File: config.mk
export PLATFORM = sky130hd
export DESIGN_NAME = jac_axis
export DESIGN_NICKNAME = d
export VERILOG_FILES = /design/src/jac_pkg.sv /design/src/jac_axis.sv
export VERILOG_INCLUDE_DIRS = /design/src
export SDC_FILE = /design/constraint.sdc
export NUM_CORES = 2
export LEC_CHECK = 0
export BUFFER_PORTS_ARGS = -buffer_cell sky130_fd_sc_hd__buf_4
export CAP_MARGIN = 20
export CORE_ASPECT_RATIO = 1.2
export CORE_UTILIZATION = 40
export DETAILED_ROUTE_END_ITERATION = 16
export GPL_TIMING_DRIVEN = 0
export PLACE_DENSITY_LB_ADDON = 0.1
export SYNTH_ARGS = -nofsm -noshare
export SYNTH_HDL_FRONTEND = slang
export SYNTH_SLANG_ARGS = --single-unit
File: constraint.sdc
create_clock -name core_clk -period 73.4 [get_ports core_clk]
set_input_delay 18.35 -clock core_clk [delete_from_list [all_inputs] [get_ports core_clk]]
set_output_delay 18.35 -clock core_clk [all_outputs]
set_load 0.02 [all_outputs]
File: src/jac_map.svh
`ifndef JAC_MAP_SVH
`define JAC_MAP_SVH
// ==================================================
// register byte offsets
`define JAC_OFS_CTRL      8'h00
`define JAC_OFS_CFG       8'h04
`define JAC_OFS_INCH_DIST 8'h08
`define JAC_OFS_ACC_TIME  8'h0C
`define JAC_OFS_DEC_TIME  8'h10
`define JAC_OFS_SPEED     8'h14
`define JAC_OFS_STATUS    8'h18
`define JAC_OFS_IRQ_STAT  8'h1C
`define JAC_OFS_IRQ_CLR   8'h20
`define JAC_OFS_IRQ_EN    8'h24
`define JAC_OFS_POS       8'h28
// ==================================================
// control bit positions
`define JAC_CTRL_FWD      0
`define JAC_CTRL_REV      1
`define JAC_CTRL_INCH     2
`define JAC_CTRL_ERR_CLR  3
// config bit positions
`define JAC_CFG_LIM_EN    0
`define JAC_CFG_STOP_ALL  1
`define JAC_CFG_ALARM_HOST 2
`define JAC_CFG_HOST_CONT 3
// status bit positions
`define JAC_ST_BUSY       0
`define JAC_ST_DONE       1
`define JAC_ST_SET_ERR    2
`define JAC_ST_LIM_ERR    3
`define JAC_ST_DIR        4
`define JAC_ST_STOPPED_EXT 5
// interrupt bit positions
`define JAC_IRQ_DONE      0
`define JAC_IRQ_SET_ERR   1
`define JAC_IRQ_LIM_ERR   2
// ==================================================
// setting ranges and reset values
`define JAC_INCH_MAX      32'h7FFFFFFF
`define JAC_TIME_MAX      32'h00007FFF
`define JAC_SPEED_MAX     32'h00FFFFFF
`define JAC_RST_INCH      32'h00000000
`define JAC_RST_ACC       32'h00000064
`define JAC_RST_DEC       32'h00000064
`define JAC_RST_SPEED     32'h00002710
`define JAC_CFG_RST       4'h1
// ==================================================
// timing: one millisecond of acc or dec time
`define JAC_MS_NS         1000000
`define JAC_CLK_NS        10
`define JAC_MS_CYC        (`JAC_MS_NS / `JAC_CLK_NS)
`endif

File: src/jac_pkg.sv
package jac_pkg;
   // motion state of the axis
   typedef enum logic [2:0] {
      JAC_IDLE,
      JAC_ACCEL,
      JAC_RUN,
      JAC_DECEL
   } jac_state_e;
endpackage

File: src/jac_axis.sv
`timescale 1ns/1ns
`include "jac_map.svh"
// Overview of operation
// - In continuous mode the axis moves as long as a forward or reverse request level is held.
// - In inching mode a move starts only on the rising edge of a forward or reverse request.
// - The host picks continuous or inching by the inching-select bit and the block follows it.
// - An inching start with inching distance out of range, or any start with acc time, dec time or speed out of range, raises a setting error.
// - With limits on, a forward start is refused with error on positive limit, reverse on negative limit.
// - Moving into the active limit of the travel direction causes a decelerating stop and a limit error.
// - With stop-all configured, an error on any axis also stops this axis.
// - Without host alarm, or with host alarm and continue, a held request restarts the jog after a stop.
// - Busy is set when jog control begins and cleared when motion finishes.
// - Done is set on completion and held until the next motion begins.
// - An inching move outputs its full pulse count even if the request drops early.
// - Speed changes take effect only in continuous jog; a rise ramps with the acc time latched at start, a drop applies at the next ramp tick.
module jac_axis #(
   parameter int MS_CYC = `JAC_MS_CYC
) (
   input wire logic core_clk,
   input wire logic resetn,
   input wire logic clk_en,
   input wire logic lim_pos,
   input wire logic lim_neg,
   input wire logic other_axis_err,
   input wire logic [7:0] s_axi_awaddr,
   input wire logic s_axi_awvalid,
   output logic s_axi_awready,
   input wire logic [31:0] s_axi_wdata,
   input wire logic [3:0] s_axi_wstrb,
   input wire logic s_axi_wvalid,
   output logic s_axi_wready,
   output logic [1:0] s_axi_bresp,
   output logic s_axi_bvalid,
   input wire logic s_axi_bready,
   input wire logic [7:0] s_axi_araddr,
   input wire logic s_axi_arvalid,
   output logic s_axi_arready,
   output logic [31:0] s_axi_rdata,
   output logic [1:0] s_axi_rresp,
   output logic s_axi_rvalid,
   input wire logic s_axi_rready,
   output logic step_pulse,
   output logic step_dir,
   output logic axis_err,
   output logic irq
);
   // ==================================================
   // declarations
   jac_pkg::jac_state_e state_reg;
   logic [3:0] ctrl_reg;
   logic [3:0] cfg_reg;
   logic [31:0] inch_reg, acc_reg, dec_reg, speed_reg;
   logic [31:0] acc_lat_reg, dec_lat_reg, inch_lat_reg;
   logic [31:0] cur_speed_reg, tgt_speed_reg, ramp_cnt_reg, step_acc_reg, pulses_reg, pos_reg;
   logic busy_reg, done_reg, set_err_reg, lim_err_reg, dir_reg, inch_mode_reg, ext_stop_reg;
   logic [2:0] irq_stat_reg, irq_en_reg;
   logic [1:0] lp_sync_reg, ln_sync_reg, oe_sync_reg;
   logic fwd_d_reg, rev_d_reg;
   logic aw_got_reg, w_got_reg;
   logic [7:0] aw_addr_reg;
   logic [31:0] w_data_reg;
   logic [3:0] w_strb_reg;
   logic wr_fire, start_ok, start_req, start_dir, set_bad, lim_block;
   logic stop_req, inch_end, err_ev, done_ev, wr_ctrl, wr_cfg, wr_clr;
   logic lp, ln, oe, fwd_rise, rev_rise;

   // merge a write with byte enables
   function automatic logic [31:0] merge(input logic [31:0] old, input logic [31:0] d, input logic [3:0] s);
      merge = old;
      for (int i = 0; i < 4; i++) begin
         if (s[i]) begin
            merge[i*8 +: 8] = d[i*8 +: 8];
         end
      end
   endfunction

   // speed step per ramp tick, at least one
   function automatic logic [31:0] ramp_step(input logic [31:0] spd, input logic [31:0] ms);
      ramp_step = (ms == 32'h00000000) ? spd : ((spd / ms) == 32'h00000000 ? 32'h00000001 : spd / ms);
   endfunction

   // ==================================================
   // pin synchronisers for limits and the shared error line
   always_ff @(posedge core_clk or negedge resetn) begin
      if (!resetn) begin
         lp_sync_reg <= 2'h0;
         ln_sync_reg <= 2'h0;
         oe_sync_reg <= 2'h0;
      end else if (clk_en) begin
         lp_sync_reg <= {lp_sync_reg[0], lim_pos};
         ln_sync_reg <= {ln_sync_reg[0], lim_neg};
         oe_sync_reg <= {oe_sync_reg[0], other_axis_err};
      end
   end
   assign lp = lp_sync_reg[1];
   assign ln = ln_sync_reg[1];
   assign oe = oe_sync_reg[1];

   // ==================================================
   // axi4-lite write path: address and data in either order
   assign wr_fire = aw_got_reg && w_got_reg && !s_axi_bvalid;
   always_ff @(posedge core_clk or negedge resetn) begin
      if (!resetn) begin
         aw_got_reg <= 1'b0;
         w_got_reg <= 1'b0;
         aw_addr_reg <= 8'h00;
         w_data_reg <= 32'h00000000;
         w_strb_reg <= 4'h0;
         s_axi_awready <= 1'b0;
         s_axi_wready <= 1'b0;
         s_axi_bvalid <= 1'b0;
         s_axi_bresp <= 2'h0;
      end else if (clk_en) begin
         s_axi_awready <= !aw_got_reg && !s_axi_awready && s_axi_awvalid;
         s_axi_wready <= !w_got_reg && !s_axi_wready && s_axi_wvalid;
         if (s_axi_awvalid && s_axi_awready) begin
            aw_got_reg <= 1'b1;
            aw_addr_reg <= s_axi_awaddr;
         end
         if (s_axi_wvalid && s_axi_wready) begin
            w_got_reg <= 1'b1;
            w_data_reg <= s_axi_wdata;
            w_strb_reg <= s_axi_wstrb;
         end
         if (wr_fire) begin
            s_axi_bvalid <= 1'b1;
            s_axi_bresp <= (aw_addr_reg > `JAC_OFS_POS || aw_addr_reg[1:0] != 2'h0) ? 2'h2 : 2'h0;
         end else if (s_axi_bvalid && s_axi_bready) begin
            s_axi_bvalid <= 1'b0;
            aw_got_reg <= 1'b0;
            w_got_reg <= 1'b0;
         end
      end
   end

   // write decode strobes
   assign wr_ctrl = wr_fire && aw_addr_reg == `JAC_OFS_CTRL;
   assign wr_cfg = wr_fire && aw_addr_reg == `JAC_OFS_CFG;
   assign wr_clr = wr_fire && aw_addr_reg == `JAC_OFS_IRQ_CLR;

   // software registers
   always_ff @(posedge core_clk or negedge resetn) begin
      if (!resetn) begin
         ctrl_reg <= 4'h0;
         cfg_reg <= `JAC_CFG_RST;
         inch_reg <= `JAC_RST_INCH;
         acc_reg <= `JAC_RST_ACC;
         dec_reg <= `JAC_RST_DEC;
         speed_reg <= `JAC_RST_SPEED;
         irq_en_reg <= 3'h0;
      end else if (clk_en) begin
         ctrl_reg[`JAC_CTRL_ERR_CLR] <= 1'b0; // self-clearing error reset
         if (wr_ctrl) begin
            ctrl_reg <= 4'(merge({28'h0, ctrl_reg}, w_data_reg, w_strb_reg));
         end else if (wr_cfg) begin
            cfg_reg <= 4'(merge({28'h0, cfg_reg}, w_data_reg, w_strb_reg));
         end else if (wr_fire && aw_addr_reg == `JAC_OFS_INCH_DIST) begin
            inch_reg <= merge(inch_reg, w_data_reg, w_strb_reg);
         end else if (wr_fire && aw_addr_reg == `JAC_OFS_ACC_TIME) begin
            acc_reg <= merge(acc_reg, w_data_reg, w_strb_reg);
         end else if (wr_fire && aw_addr_reg == `JAC_OFS_DEC_TIME) begin
            dec_reg <= merge(dec_reg, w_data_reg, w_strb_reg);
         end else if (wr_fire && aw_addr_reg == `JAC_OFS_SPEED) begin
            speed_reg <= merge(speed_reg, w_data_reg, w_strb_reg);
         end else if (wr_fire && aw_addr_reg == `JAC_OFS_IRQ_EN) begin
            irq_en_reg <= w_data_reg[2:0];
         end
      end
   end

   // ==================================================
   // axi4-lite read path, one cycle after the address is taken
   always_ff @(posedge core_clk or negedge resetn) begin
      if (!resetn) begin
         s_axi_arready <= 1'b0;
         s_axi_rvalid <= 1'b0;
         s_axi_rdata <= 32'h00000000;
         s_axi_rresp <= 2'h0;
      end else if (clk_en) begin
         s_axi_arready <= !s_axi_rvalid && !s_axi_arready && s_axi_arvalid;
         if (s_axi_arvalid && s_axi_arready) begin
            s_axi_rvalid <= 1'b1;
            s_axi_rresp <= 2'h0;
            if (s_axi_araddr == `JAC_OFS_CTRL) begin
               s_axi_rdata <= {28'h0, ctrl_reg};
            end else if (s_axi_araddr == `JAC_OFS_CFG) begin
               s_axi_rdata <= {28'h0, cfg_reg};
            end else if (s_axi_araddr == `JAC_OFS_INCH_DIST) begin
               s_axi_rdata <= inch_reg;
            end else if (s_axi_araddr == `JAC_OFS_ACC_TIME) begin
               s_axi_rdata <= acc_reg;
            end else if (s_axi_araddr == `JAC_OFS_DEC_TIME) begin
               s_axi_rdata <= dec_reg;
            end else if (s_axi_araddr == `JAC_OFS_SPEED) begin
               s_axi_rdata <= speed_reg;
            end else if (s_axi_araddr == `JAC_OFS_STATUS) begin
               s_axi_rdata <= {26'h0, ext_stop_reg, dir_reg, lim_err_reg, set_err_reg, done_reg, busy_reg};
            end else if (s_axi_araddr == `JAC_OFS_IRQ_STAT) begin
               s_axi_rdata <= {29'h0, irq_stat_reg};
            end else if (s_axi_araddr == `JAC_OFS_IRQ_EN) begin
               s_axi_rdata <= {29'h0, irq_en_reg};
            end else if (s_axi_araddr == `JAC_OFS_POS) begin
               s_axi_rdata <= pos_reg;
            end else begin
               s_axi_rdata <= 32'h00000000; // unmapped or write-only
               s_axi_rresp <= (s_axi_araddr == `JAC_OFS_IRQ_CLR) ? 2'h0 : 2'h2;
            end
         end else if (s_axi_rvalid && s_axi_rready) begin
            s_axi_rvalid <= 1'b0;
         end
      end
   end

   // ==================================================
   // start decision
   assign fwd_rise = ctrl_reg[`JAC_CTRL_FWD] && !fwd_d_reg;
   assign rev_rise = ctrl_reg[`JAC_CTRL_REV] && !rev_d_reg;
   // mode follows the select bit at start
   always_comb begin
      if (ctrl_reg[`JAC_CTRL_INCH]) begin
         start_req = fwd_rise || rev_rise; // edge only
         start_dir = !fwd_rise;
      end else begin
         start_req = ctrl_reg[`JAC_CTRL_FWD] ^ ctrl_reg[`JAC_CTRL_REV]; // level
         start_dir = ctrl_reg[`JAC_CTRL_REV];
      end
   end
   assign set_bad = (ctrl_reg[`JAC_CTRL_INCH] && (inch_reg == 32'h00000000 || inch_reg > `JAC_INCH_MAX))
      || acc_reg > `JAC_TIME_MAX || dec_reg > `JAC_TIME_MAX
      || speed_reg == 32'h00000000 || speed_reg > `JAC_SPEED_MAX;
   // only the limit on the travel side blocks
   assign lim_block = cfg_reg[`JAC_CFG_LIM_EN] && (start_dir ? ln : lp);
   // a held request restarts only while errors do not latch the axis
   assign start_ok = start_req && state_reg == jac_pkg::JAC_IDLE && !ext_stop_reg
      && !((set_err_reg || lim_err_reg) && cfg_reg[`JAC_CFG_ALARM_HOST] && !cfg_reg[`JAC_CFG_HOST_CONT]);
   // stop on own limit, stop-all, or dropped level
   assign stop_req = (cfg_reg[`JAC_CFG_LIM_EN] && (dir_reg ? ln : lp))
      || (cfg_reg[`JAC_CFG_STOP_ALL] && oe)
      || (!inch_mode_reg && !(dir_reg ? ctrl_reg[`JAC_CTRL_REV] : ctrl_reg[`JAC_CTRL_FWD]));
   assign inch_end = inch_mode_reg && pulses_reg >= inch_lat_reg;
   assign err_ev = start_ok && (set_bad || lim_block);
   assign done_ev = state_reg == jac_pkg::JAC_DECEL
      && cur_speed_reg == 32'h00000000 && ramp_cnt_reg == 32'h00000000;

   // ==================================================
   // motion state machine with linear ramps
   always_ff @(posedge core_clk or negedge resetn) begin
      if (!resetn) begin
         state_reg <= jac_pkg::JAC_IDLE;
         fwd_d_reg <= 1'b0;
         rev_d_reg <= 1'b0;
         dir_reg <= 1'b0;
         inch_mode_reg <= 1'b0;
         acc_lat_reg <= 32'h00000000;
         dec_lat_reg <= 32'h00000000;
         inch_lat_reg <= 32'h00000000;
         tgt_speed_reg <= 32'h00000000;
         cur_speed_reg <= 32'h00000000;
         ramp_cnt_reg <= 32'h00000000;
      end else if (clk_en) begin
         fwd_d_reg <= ctrl_reg[`JAC_CTRL_FWD];
         rev_d_reg <= ctrl_reg[`JAC_CTRL_REV];
         ramp_cnt_reg <= (ramp_cnt_reg == 32'h00000000) ? 32'(MS_CYC - 1) : ramp_cnt_reg - 32'h00000001;
         case (state_reg)
            jac_pkg::JAC_IDLE: begin
               if (start_ok && !set_bad && !lim_block) begin
                  state_reg <= jac_pkg::JAC_ACCEL;
                  dir_reg <= start_dir;
                  inch_mode_reg <= ctrl_reg[`JAC_CTRL_INCH];
                  acc_lat_reg <= acc_reg; // latched for the whole move
                  dec_lat_reg <= dec_reg;
                  inch_lat_reg <= inch_reg;
                  tgt_speed_reg <= speed_reg;
                  cur_speed_reg <= 32'h00000000;
                  ramp_cnt_reg <= 32'(MS_CYC - 1);
               end
            end
            jac_pkg::JAC_ACCEL, jac_pkg::JAC_RUN: begin
               if (!inch_mode_reg) begin
                  tgt_speed_reg <= speed_reg; // live speed change
               end
               if (stop_req || inch_end) begin
                  state_reg <= jac_pkg::JAC_DECEL;
               end else if (ramp_cnt_reg == 32'h00000000) begin
                  if (cur_speed_reg + ramp_step(tgt_speed_reg, acc_lat_reg) < tgt_speed_reg) begin
                     cur_speed_reg <= cur_speed_reg + ramp_step(tgt_speed_reg, acc_lat_reg);
                     state_reg <= jac_pkg::JAC_ACCEL;
                  end else begin
                     cur_speed_reg <= tgt_speed_reg;
                     state_reg <= jac_pkg::JAC_RUN;
                  end
               end
            end
            jac_pkg::JAC_DECEL: begin
               if (inch_end && inch_mode_reg) begin
                  cur_speed_reg <= 32'h00000000; // exact pulse count reached
               end else if (ramp_cnt_reg == 32'h00000000) begin
                  cur_speed_reg <= (cur_speed_reg > ramp_step(tgt_speed_reg, dec_lat_reg))
                     ? cur_speed_reg - ramp_step(tgt_speed_reg, dec_lat_reg) : 32'h00000000;
               end
               if (done_ev) begin
                  state_reg <= jac_pkg::JAC_IDLE;
               end
            end
            default: state_reg <= jac_pkg::JAC_IDLE;
         endcase
      end
   end

   // ==================================================
   // pulse generator: accumulate speed, one step per 1e8 overflow
   always_ff @(posedge core_clk or negedge resetn) begin
      if (!resetn) begin
         step_acc_reg <= 32'h00000000;
         step_pulse <= 1'b0;
         step_dir <= 1'b0;
         pulses_reg <= 32'h00000000;
         pos_reg <= 32'h00000000;
      end else if (clk_en) begin
         step_dir <= dir_reg;
         step_pulse <= 1'b0;
         if (state_reg == jac_pkg::JAC_IDLE) begin
            step_acc_reg <= 32'h00000000;
            if (start_ok) begin
               pulses_reg <= 32'h00000000;
            end
         end else if (!inch_end) begin
            if (step_acc_reg + cur_speed_reg >= 32'd100000000) begin
               step_acc_reg <= step_acc_reg + cur_speed_reg - 32'd100000000;
               step_pulse <= 1'b1;
               pulses_reg <= pulses_reg + 32'h00000001; // counted to the end
               pos_reg <= dir_reg ? pos_reg - 32'h00000001 : pos_reg + 32'h00000001;
            end else begin
               step_acc_reg <= step_acc_reg + cur_speed_reg;
            end
         end
      end
   end

   // ==================================================
   // busy, done and error flags
   always_ff @(posedge core_clk or negedge resetn) begin
      if (!resetn) begin
         busy_reg <= 1'b0;
         done_reg <= 1'b0;
         set_err_reg <= 1'b0;
         lim_err_reg <= 1'b0;
         ext_stop_reg <= 1'b0;
         axis_err <= 1'b0;
      end else if (clk_en) begin
         if (start_ok && !set_bad && !lim_block) begin
            busy_reg <= 1'b1;
            done_reg <= 1'b0; // held until the next start
         end else if (done_ev) begin
            busy_reg <= 1'b0;
            done_reg <= 1'b1;
         end
         // set wins over the error clear
         if (err_ev && set_bad) begin
            set_err_reg <= 1'b1;
         end else if (ctrl_reg[`JAC_CTRL_ERR_CLR]) begin
            set_err_reg <= 1'b0;
         end
         if ((err_ev && !set_bad) || (state_reg != jac_pkg::JAC_IDLE && state_reg != jac_pkg::JAC_DECEL
               && cfg_reg[`JAC_CFG_LIM_EN] && (dir_reg ? ln : lp))) begin
            lim_err_reg <= 1'b1;
         end else if (ctrl_reg[`JAC_CTRL_ERR_CLR]) begin
            lim_err_reg <= 1'b0;
         end
         // stop-all holds the axis until the other axis error drops
         ext_stop_reg <= cfg_reg[`JAC_CFG_STOP_ALL] && oe;
         axis_err <= set_err_reg || lim_err_reg;
      end
   end

   // ==================================================
   // interrupt: sticky status, set wins over clear
   always_ff @(posedge core_clk or negedge resetn) begin
      if (!resetn) begin
         irq_stat_reg <= 3'h0;
         irq <= 1'b0;
      end else if (clk_en) begin
         irq_stat_reg <= (irq_stat_reg & ~(wr_clr ? w_data_reg[2:0] : 3'h0))
            | {lim_err_reg & !axis_err, set_err_reg & !axis_err, done_ev};
         irq <= |(irq_stat_reg & irq_en_reg);
      end
   end
endmodule // jac_axis

==> After elaboration in Yosys (flattened, before gate mapping) <==
Index checks and enable logic that the tools add are counted.
{ "word_totals": {"input_bits": 63, "word_cells": 342, "regBits": 539} }
{ "classes": {"order_cmp": 9, "n_div": 2, "mux": 82, "eq_ne": 31, "n_reduce_logical": 135, "bitwise": 15, "add_sub_neg": 8} }
{ "op_table": {"columns": ["op", "n"], "rows": [
  ["$mux 32", 34],
  ["$logic_not 32->1", 8],
  ["$pmux 32 s3", 1],
  ["$add 32x1->32 const B", 2],
  ["$add 32x32->32", 2],
  ["$div 32x32->32", 2],
  ["$gt 32x15->1 const B", 2],
  ["$pmux 32 s2", 1],
  ["$sub 32x1->32 const B", 2],
  ["$eq 8x5->1 const B", 6],
  ["$logic_and 1x1->1", 45],
  ["$eq 8x6->1 const B", 5],
  ["$reduce_and 8->1", 5],
  ["$eq 8x4->1 const B", 4],
  ["$ge 32x27->1 const B", 1],
  ["$ge 32x32->1", 1],
  ["$gt 32x24->1 const B", 1],
  ["$gt 32x31->1 const B", 1],
  ["$gt 32x32->1", 1],
  ["$lt 32x32->1", 1],
  ["$sub 32x27->32 const B", 1],
  ["$sub 32x32->32", 1],
  ["$reduce_and 6->1", 5],
  ["$reduce_and 7->1", 4],
  ["32 further kinds", 146]
]} }

==> Longest topological paths before layout <==
{ "depth": {"depth_word": 13, "mapped_depth": 383} }

==> Worst setup path before layout <==
No wires, ideal clock.
{ "synth_timing": {"path_kind": "flip-flop to flip-flop", "from": "register acc_lat_reg[14]", "to": "register cur_speed_reg[12]", "arrival_ps": 75868, "period_less_slack_ps": 76001, "setup_slack_ps": -2601, "path_stages_with_launch": 353, "required_time_ps": 73267, "cell_sequence": "dfrtp_1 or4_1 clkbuf_1 nor4_1 nand3_1 nor3_1 a21oi_1 a21oi_1 ha_1 o21a_1 o211ai_1 o21ai_0 o31ai_1 ha_1 o21a_1 or4b_2 nand3_1 a311oi_1 [... 317 more ...] o311a_1 o31a_1 o21a_1 o21a_1 o21a_1 nor2_1 xnor2_1 ha_1 nand4_1 nor4_1 a21oi_1 o311a_1 o21ai_1 clkbuf_1 clkbuf_1 a21oi_1 a22oi_1 o21ai_0"} }
{ "synth_between": {"elab_chain_cells": 10} }
{ "synth_lines": {"columns": ["item", "line_no", "source"], "rows": [
  ["start, declared", "jac_axis.sv:53", "logic [31:0] acc_lat_reg, dec_lat_reg, inch_lat_reg;"],
  ["start signal, assigned", "jac_axis.sv:270", "acc_lat_reg <= acc_reg;"],
  ["$div 32x32->32", "jac_axis.sv:79", "ramp_step = (ms == 32'h00000000) ? spd : ((spd / ms) == 32'h00000000 ? 32'h00000001 : spd / ms);"],
  ["$logic_not 32->1", "jac_axis.sv:79", null],
  ["$mux 32", "jac_axis.sv:79", null],
  ["$mux 32 (*)", "jac_axis.sv:79", null],
  ["$add 32x32->32 (*)", "jac_axis.sv:285, jac_axis.sv:286", null],
  ["$lt 32x32->1", "jac_axis.sv:285", "if (cur_speed_reg + ramp_step(tgt_speed_reg, acc_lat_reg) < tgt_speed_reg) begin"],
  ["$mux 32 (*)", "jac_axis.sv:285", null],
  ["$mux 32 (*)", "jac_axis.sv:284", "end else if (ramp_cnt_reg == 32'h00000000) begin"],
  ["$mux 32 (*)", "jac_axis.sv:282", "if (stop_req || inch_end) begin"],
  ["$pmux 32 s3 (*)", "jac_axis.sv:264", "case (state_reg)"],
  ["end signal, assigned", "jac_axis.sv:286", "cur_speed_reg <= cur_speed_reg + ramp_step(tgt_speed_reg, acc_lat_reg);"],
  ["end signal, assigned", "jac_axis.sv:289", "cur_speed_reg <= tgt_speed_reg;"],
  ["end signal, assigned", "jac_axis.sv:298", "cur_speed_reg <= (cur_speed_reg > ramp_step(tgt_speed_reg, dec_lat_reg))"],
  ["end, declared", "jac_axis.sv:54", "logic [31:0] cur_speed_reg, tgt_speed_reg, ramp_cnt_reg, step_acc_reg, pulses_reg, pos_reg;"]
]} }
Every way passes the cells marked *; elsewhere a longest branch is shown, timed or not. The select of a mux whose other input is x is not followed.
A chain may end at the register's enable or synchronous reset.

==> Final worst setup path <==
{ "layout_timing": {"from": "register acc_lat_reg[14]", "to": "register cur_speed_reg[22]"} }
Same word-level chain as after synthesis.

==> run_results.csv <==
group,metric,value,unit
power,powerDensity,17.7,nW/um2
synth,ys.flop_type,"dfrtp_1",
setup_path,r2r_slack,1.33,ns
timing,whs,0.478,ns
finish,final_cell_area,113000,um2
synth,syn_inst,11753,
floorplan,die_area,224000,um2
clock_network,path_clk_slew,0.06,ns
synth,synth_largest_area_cell,"ha_1",
timing,clock.fmax,13.9,MHz
hold_path,hold_class,"register to register",
finish,n_fill_cell,21467,
finish,finish.utilization,50.9,%
timing,period_share,98.2,%
timing,hold_viol_final,0,
global_routing,antenna_found_initial,9,
setup_path,cp.arrival,72.61,ns
power,switchingPower,922,uW
global_routing,grt_pass1_wl,574000,um
synth,netlist_area,89000,um2
clock_network,cts_tree,"built",
power,seqPwrFrac,20.4,%
detailed_routing,first_iter_violations,7496,
power,power.internal,1.08,mW
synth,ys_seq_area_share,15.1,%
detailed_routing,routed-via-count,97745,
synth,synthDominantCellAreaShare,17.6,%
timing,min_period,72.07,ns
floorplan,die_w,433,um
clock_network,cts_inserted_buffers,69,
setup_path,critPathCapture,"cur_speed_reg[22]",
clock_network,clockBufferDepth,3,
global_routing,grt_start_max_net_pins,118,
placed_design,gp_congestion,1.02,
synth,synth_area_per_cell,7.57,um2
setup_path,cpLargestDelayFamily,"compound AO/OA/AOI/OAI gates",
setup_path,path_buf_inv,50,
detailed_routing,wl_per_cell,25.2,um
setup_path,worst-path-max-fanout,10,
setup_path,reg2regPathDepth,347,
setup_path,end_kind,"register",
detailed_routing,route.detailed.drc,0,
clock_network,root_buffer,"clkbuf_16",
synth,synth-edff-count,0,
synth,synth.area.top_cells,"ha_1 18%, dfrtp_1 15%, a21oi_1 5.7%",
setup_path,max_stage_delay,0.62,ns
setup_path,crit_cells,347,
synth,synth_warnings,0,
finish,final_common_cell,"ha_1",
setup_path,startpoint,"acc_lat_reg[14]",
timing,timing.slew.headroom,15.0,%
setup_path,timing.rr.start,"acc_lat_reg[14]",
synth,synthArstFlopShare,100,%
finish,mostFrequentLayoutCells,"1112 x ha_1, 1078 x nor2_1, 1076 x nand2_1",
placed_design,placed_area,94700,um2
finish,drive_gt1_share,23.3,%
setup_path,cp.required,73.94,ns
detailed_routing,drtAntennaViolNets,0,
clock_network,cts_max_level,3,
setup_path,cp-start-kind,"register",
finish,nNetsFinal,13993,
floorplan,ioPinCount,108,
floorplan,coreArea,221000,um2
placed_design,portBuffers,105,
power,clockPowerShare,18.0,%
power,leakage,52.6,nW
power,p_comb_share,61.6,%
global_routing,grt_pass1_vias,93072,
job,maxCapViolations,0,
setup_path,critPathMostFrequentCell,"a21o_1",
global_routing,grt_usage,33.1,%
detailed_routing,drt-total-wl,396000,um
floorplan,num_rows,189,
power,finalPower,2.00,mW
synth,synth_cell_types,111,
setup_path,path_class,"register to register",
setup_path,critPathSlowestCell,"or4_4",
timing,final.setup_skew,0.0576,ns
timing,setup_viol,0,
setup_path,r2r-end,"cur_speed_reg[22]",
clock_network,clkLatencyLatePin,0.71,ns
timing,tightest_slew,1.27,ns
power,switching_share,46.2,%
detailed_routing,viasPerCell,6.23,
global_routing,grt_overflow,0,
timing,slew_violations,0,
floorplan,die_y,519,um
power,ir_drop,0.0000248,V
detailed_routing,first_pass_iters,6,
placed_design,dp_hpwl,309000,um
clock_network,cts_sinks,536,
run_status,outcome,"completed",
synth,ys_ff_latch,536,
floorplan,initial_core_util,40.2,%
finish,areaGrowthSynthToFinish,26.5,%
-- synthesized netlist by cell type (all sizes together), types with 39 or more instances --
cell and instances:
nor2 1156, ha 1255, or3 106, nand4 115
a31o 42, o22ai 39, mux2i 82, a21boi 56
a211o 48, clkbuf 347, dfrtp 524, a21o 412
nor3 334, nand3 287, o21bai 82, and2 98
xnor2 476, nand2b 129, nand2 1129, mux2 426
and3 102, o31ai 109, nor4 114, nor2b 145
o21ai 786, or2 100, buf 59, xor2 367
o21a 256, a211oi 103, a221oi 40, o211ai 127
inv 441, a31oi 155, a21oi 1014, a22oi 88
-- worst register-to-register path, delay by kind of cell (launching register included) --
family                     cells  cell delay (ns)
AOI/OAI and AO/OA            167            33.40
and+or+nand+nor               91            19.06
adders and majority gates     33             9.56
buffers and inverters         50             7.70
muxes                          5             1.65
DFF                            1             0.47
xor gates and xnor gates       1             0.07
-- worst min-delay path by stage --
stage,from,endpoint,depth (start not counted),slack [ns]
floorplan,pos_reg[31],pos_reg[31],1,0.44
global placement,pos_reg[31],pos_reg[31],1,0.46
detailed placement,s_axi_rresp[1],s_axi_rresp[1],2,0.46
CTS,pos_reg[31],pos_reg[31],1,0.48
global route,pos_reg[31],pos_reg[31],1,0.48
finish,s_axi_rdata[18],s_axi_rdata[18],1,0.48
-- kinds of logic after synthesis --
logic type	synth area share (%)
and+or+nand+nor	20.8
buffers and inverters	3.61
adders and majority gates	17.7
other	0.00421
muxes	6.32
DFF	15.1
AOI/OAI and AO/OA	28.1
xor gates and xnor gates	8.30
-- final cells by class --
cell class / instances / area, um2 / share of cell area [%]
timing repair buffer: 867 / 7330 / 6.52
inverter: 443 / 1670 / 1.48
clock inverter: 32 / 465 / 0.414
buffer: 385 / 3280 / 2.91
antenna: 6 / 15.0 / 0.0133
multi-input combinational: 10369 / 80700 / 71.7
sequential: 536 / 13400 / 11.9
clock buffer: 95 / 1910 / 1.70
tap: 2960 / 3700 / 3.29
-- metrics by stage --
stage / instances / worst slack [ns] / TNS, ns
CTS: 15187 / -2.66 / -89.04
finish: 15693 / 1.33 / 0
detailed placement: 14876 / -36.41 / -1222.53
floorplan: 11754 / 0.0153 / 0
global route: 15688 / -0.863 / -27.74
global placement: 14819 / -38.16 / -1279.24
-- power groups by stage --
stage	Sequential, mW	Clock (mW)	Combinational [mW]
2_1_floorplan	0.379	0	0.753
3_3_place_gp	0.409	0	1.00
3_5_place_dp	0.410	0	1.02
4_1_cts	0.405	0.366	1.12
5_1_grt	0.412	0.376	1.33
6_report	0.407	0.359	1.23
-- per-layer routing --
metal  part of all wire, %  routed length [um]  GRT usage [%]  up-vias
li1                      -                   -              -    45591
met1                    40              160000           40.1    47463
met2                    47              188000           57.2     3609
met3                   5.8               23000           3.58     1076
met4                   6.3               25000           17.1        6
met5                0.0083                  33              0        -
-- timing repair --
item                        CTS  global route
setup buffers               198           496
setup endpoints to repair    34            34
pin swaps                   155           537
gates cloned                  1             7
hold buffers                  0             0
resized for setup          1148          1258
Power figures use the tool's default switching activity.
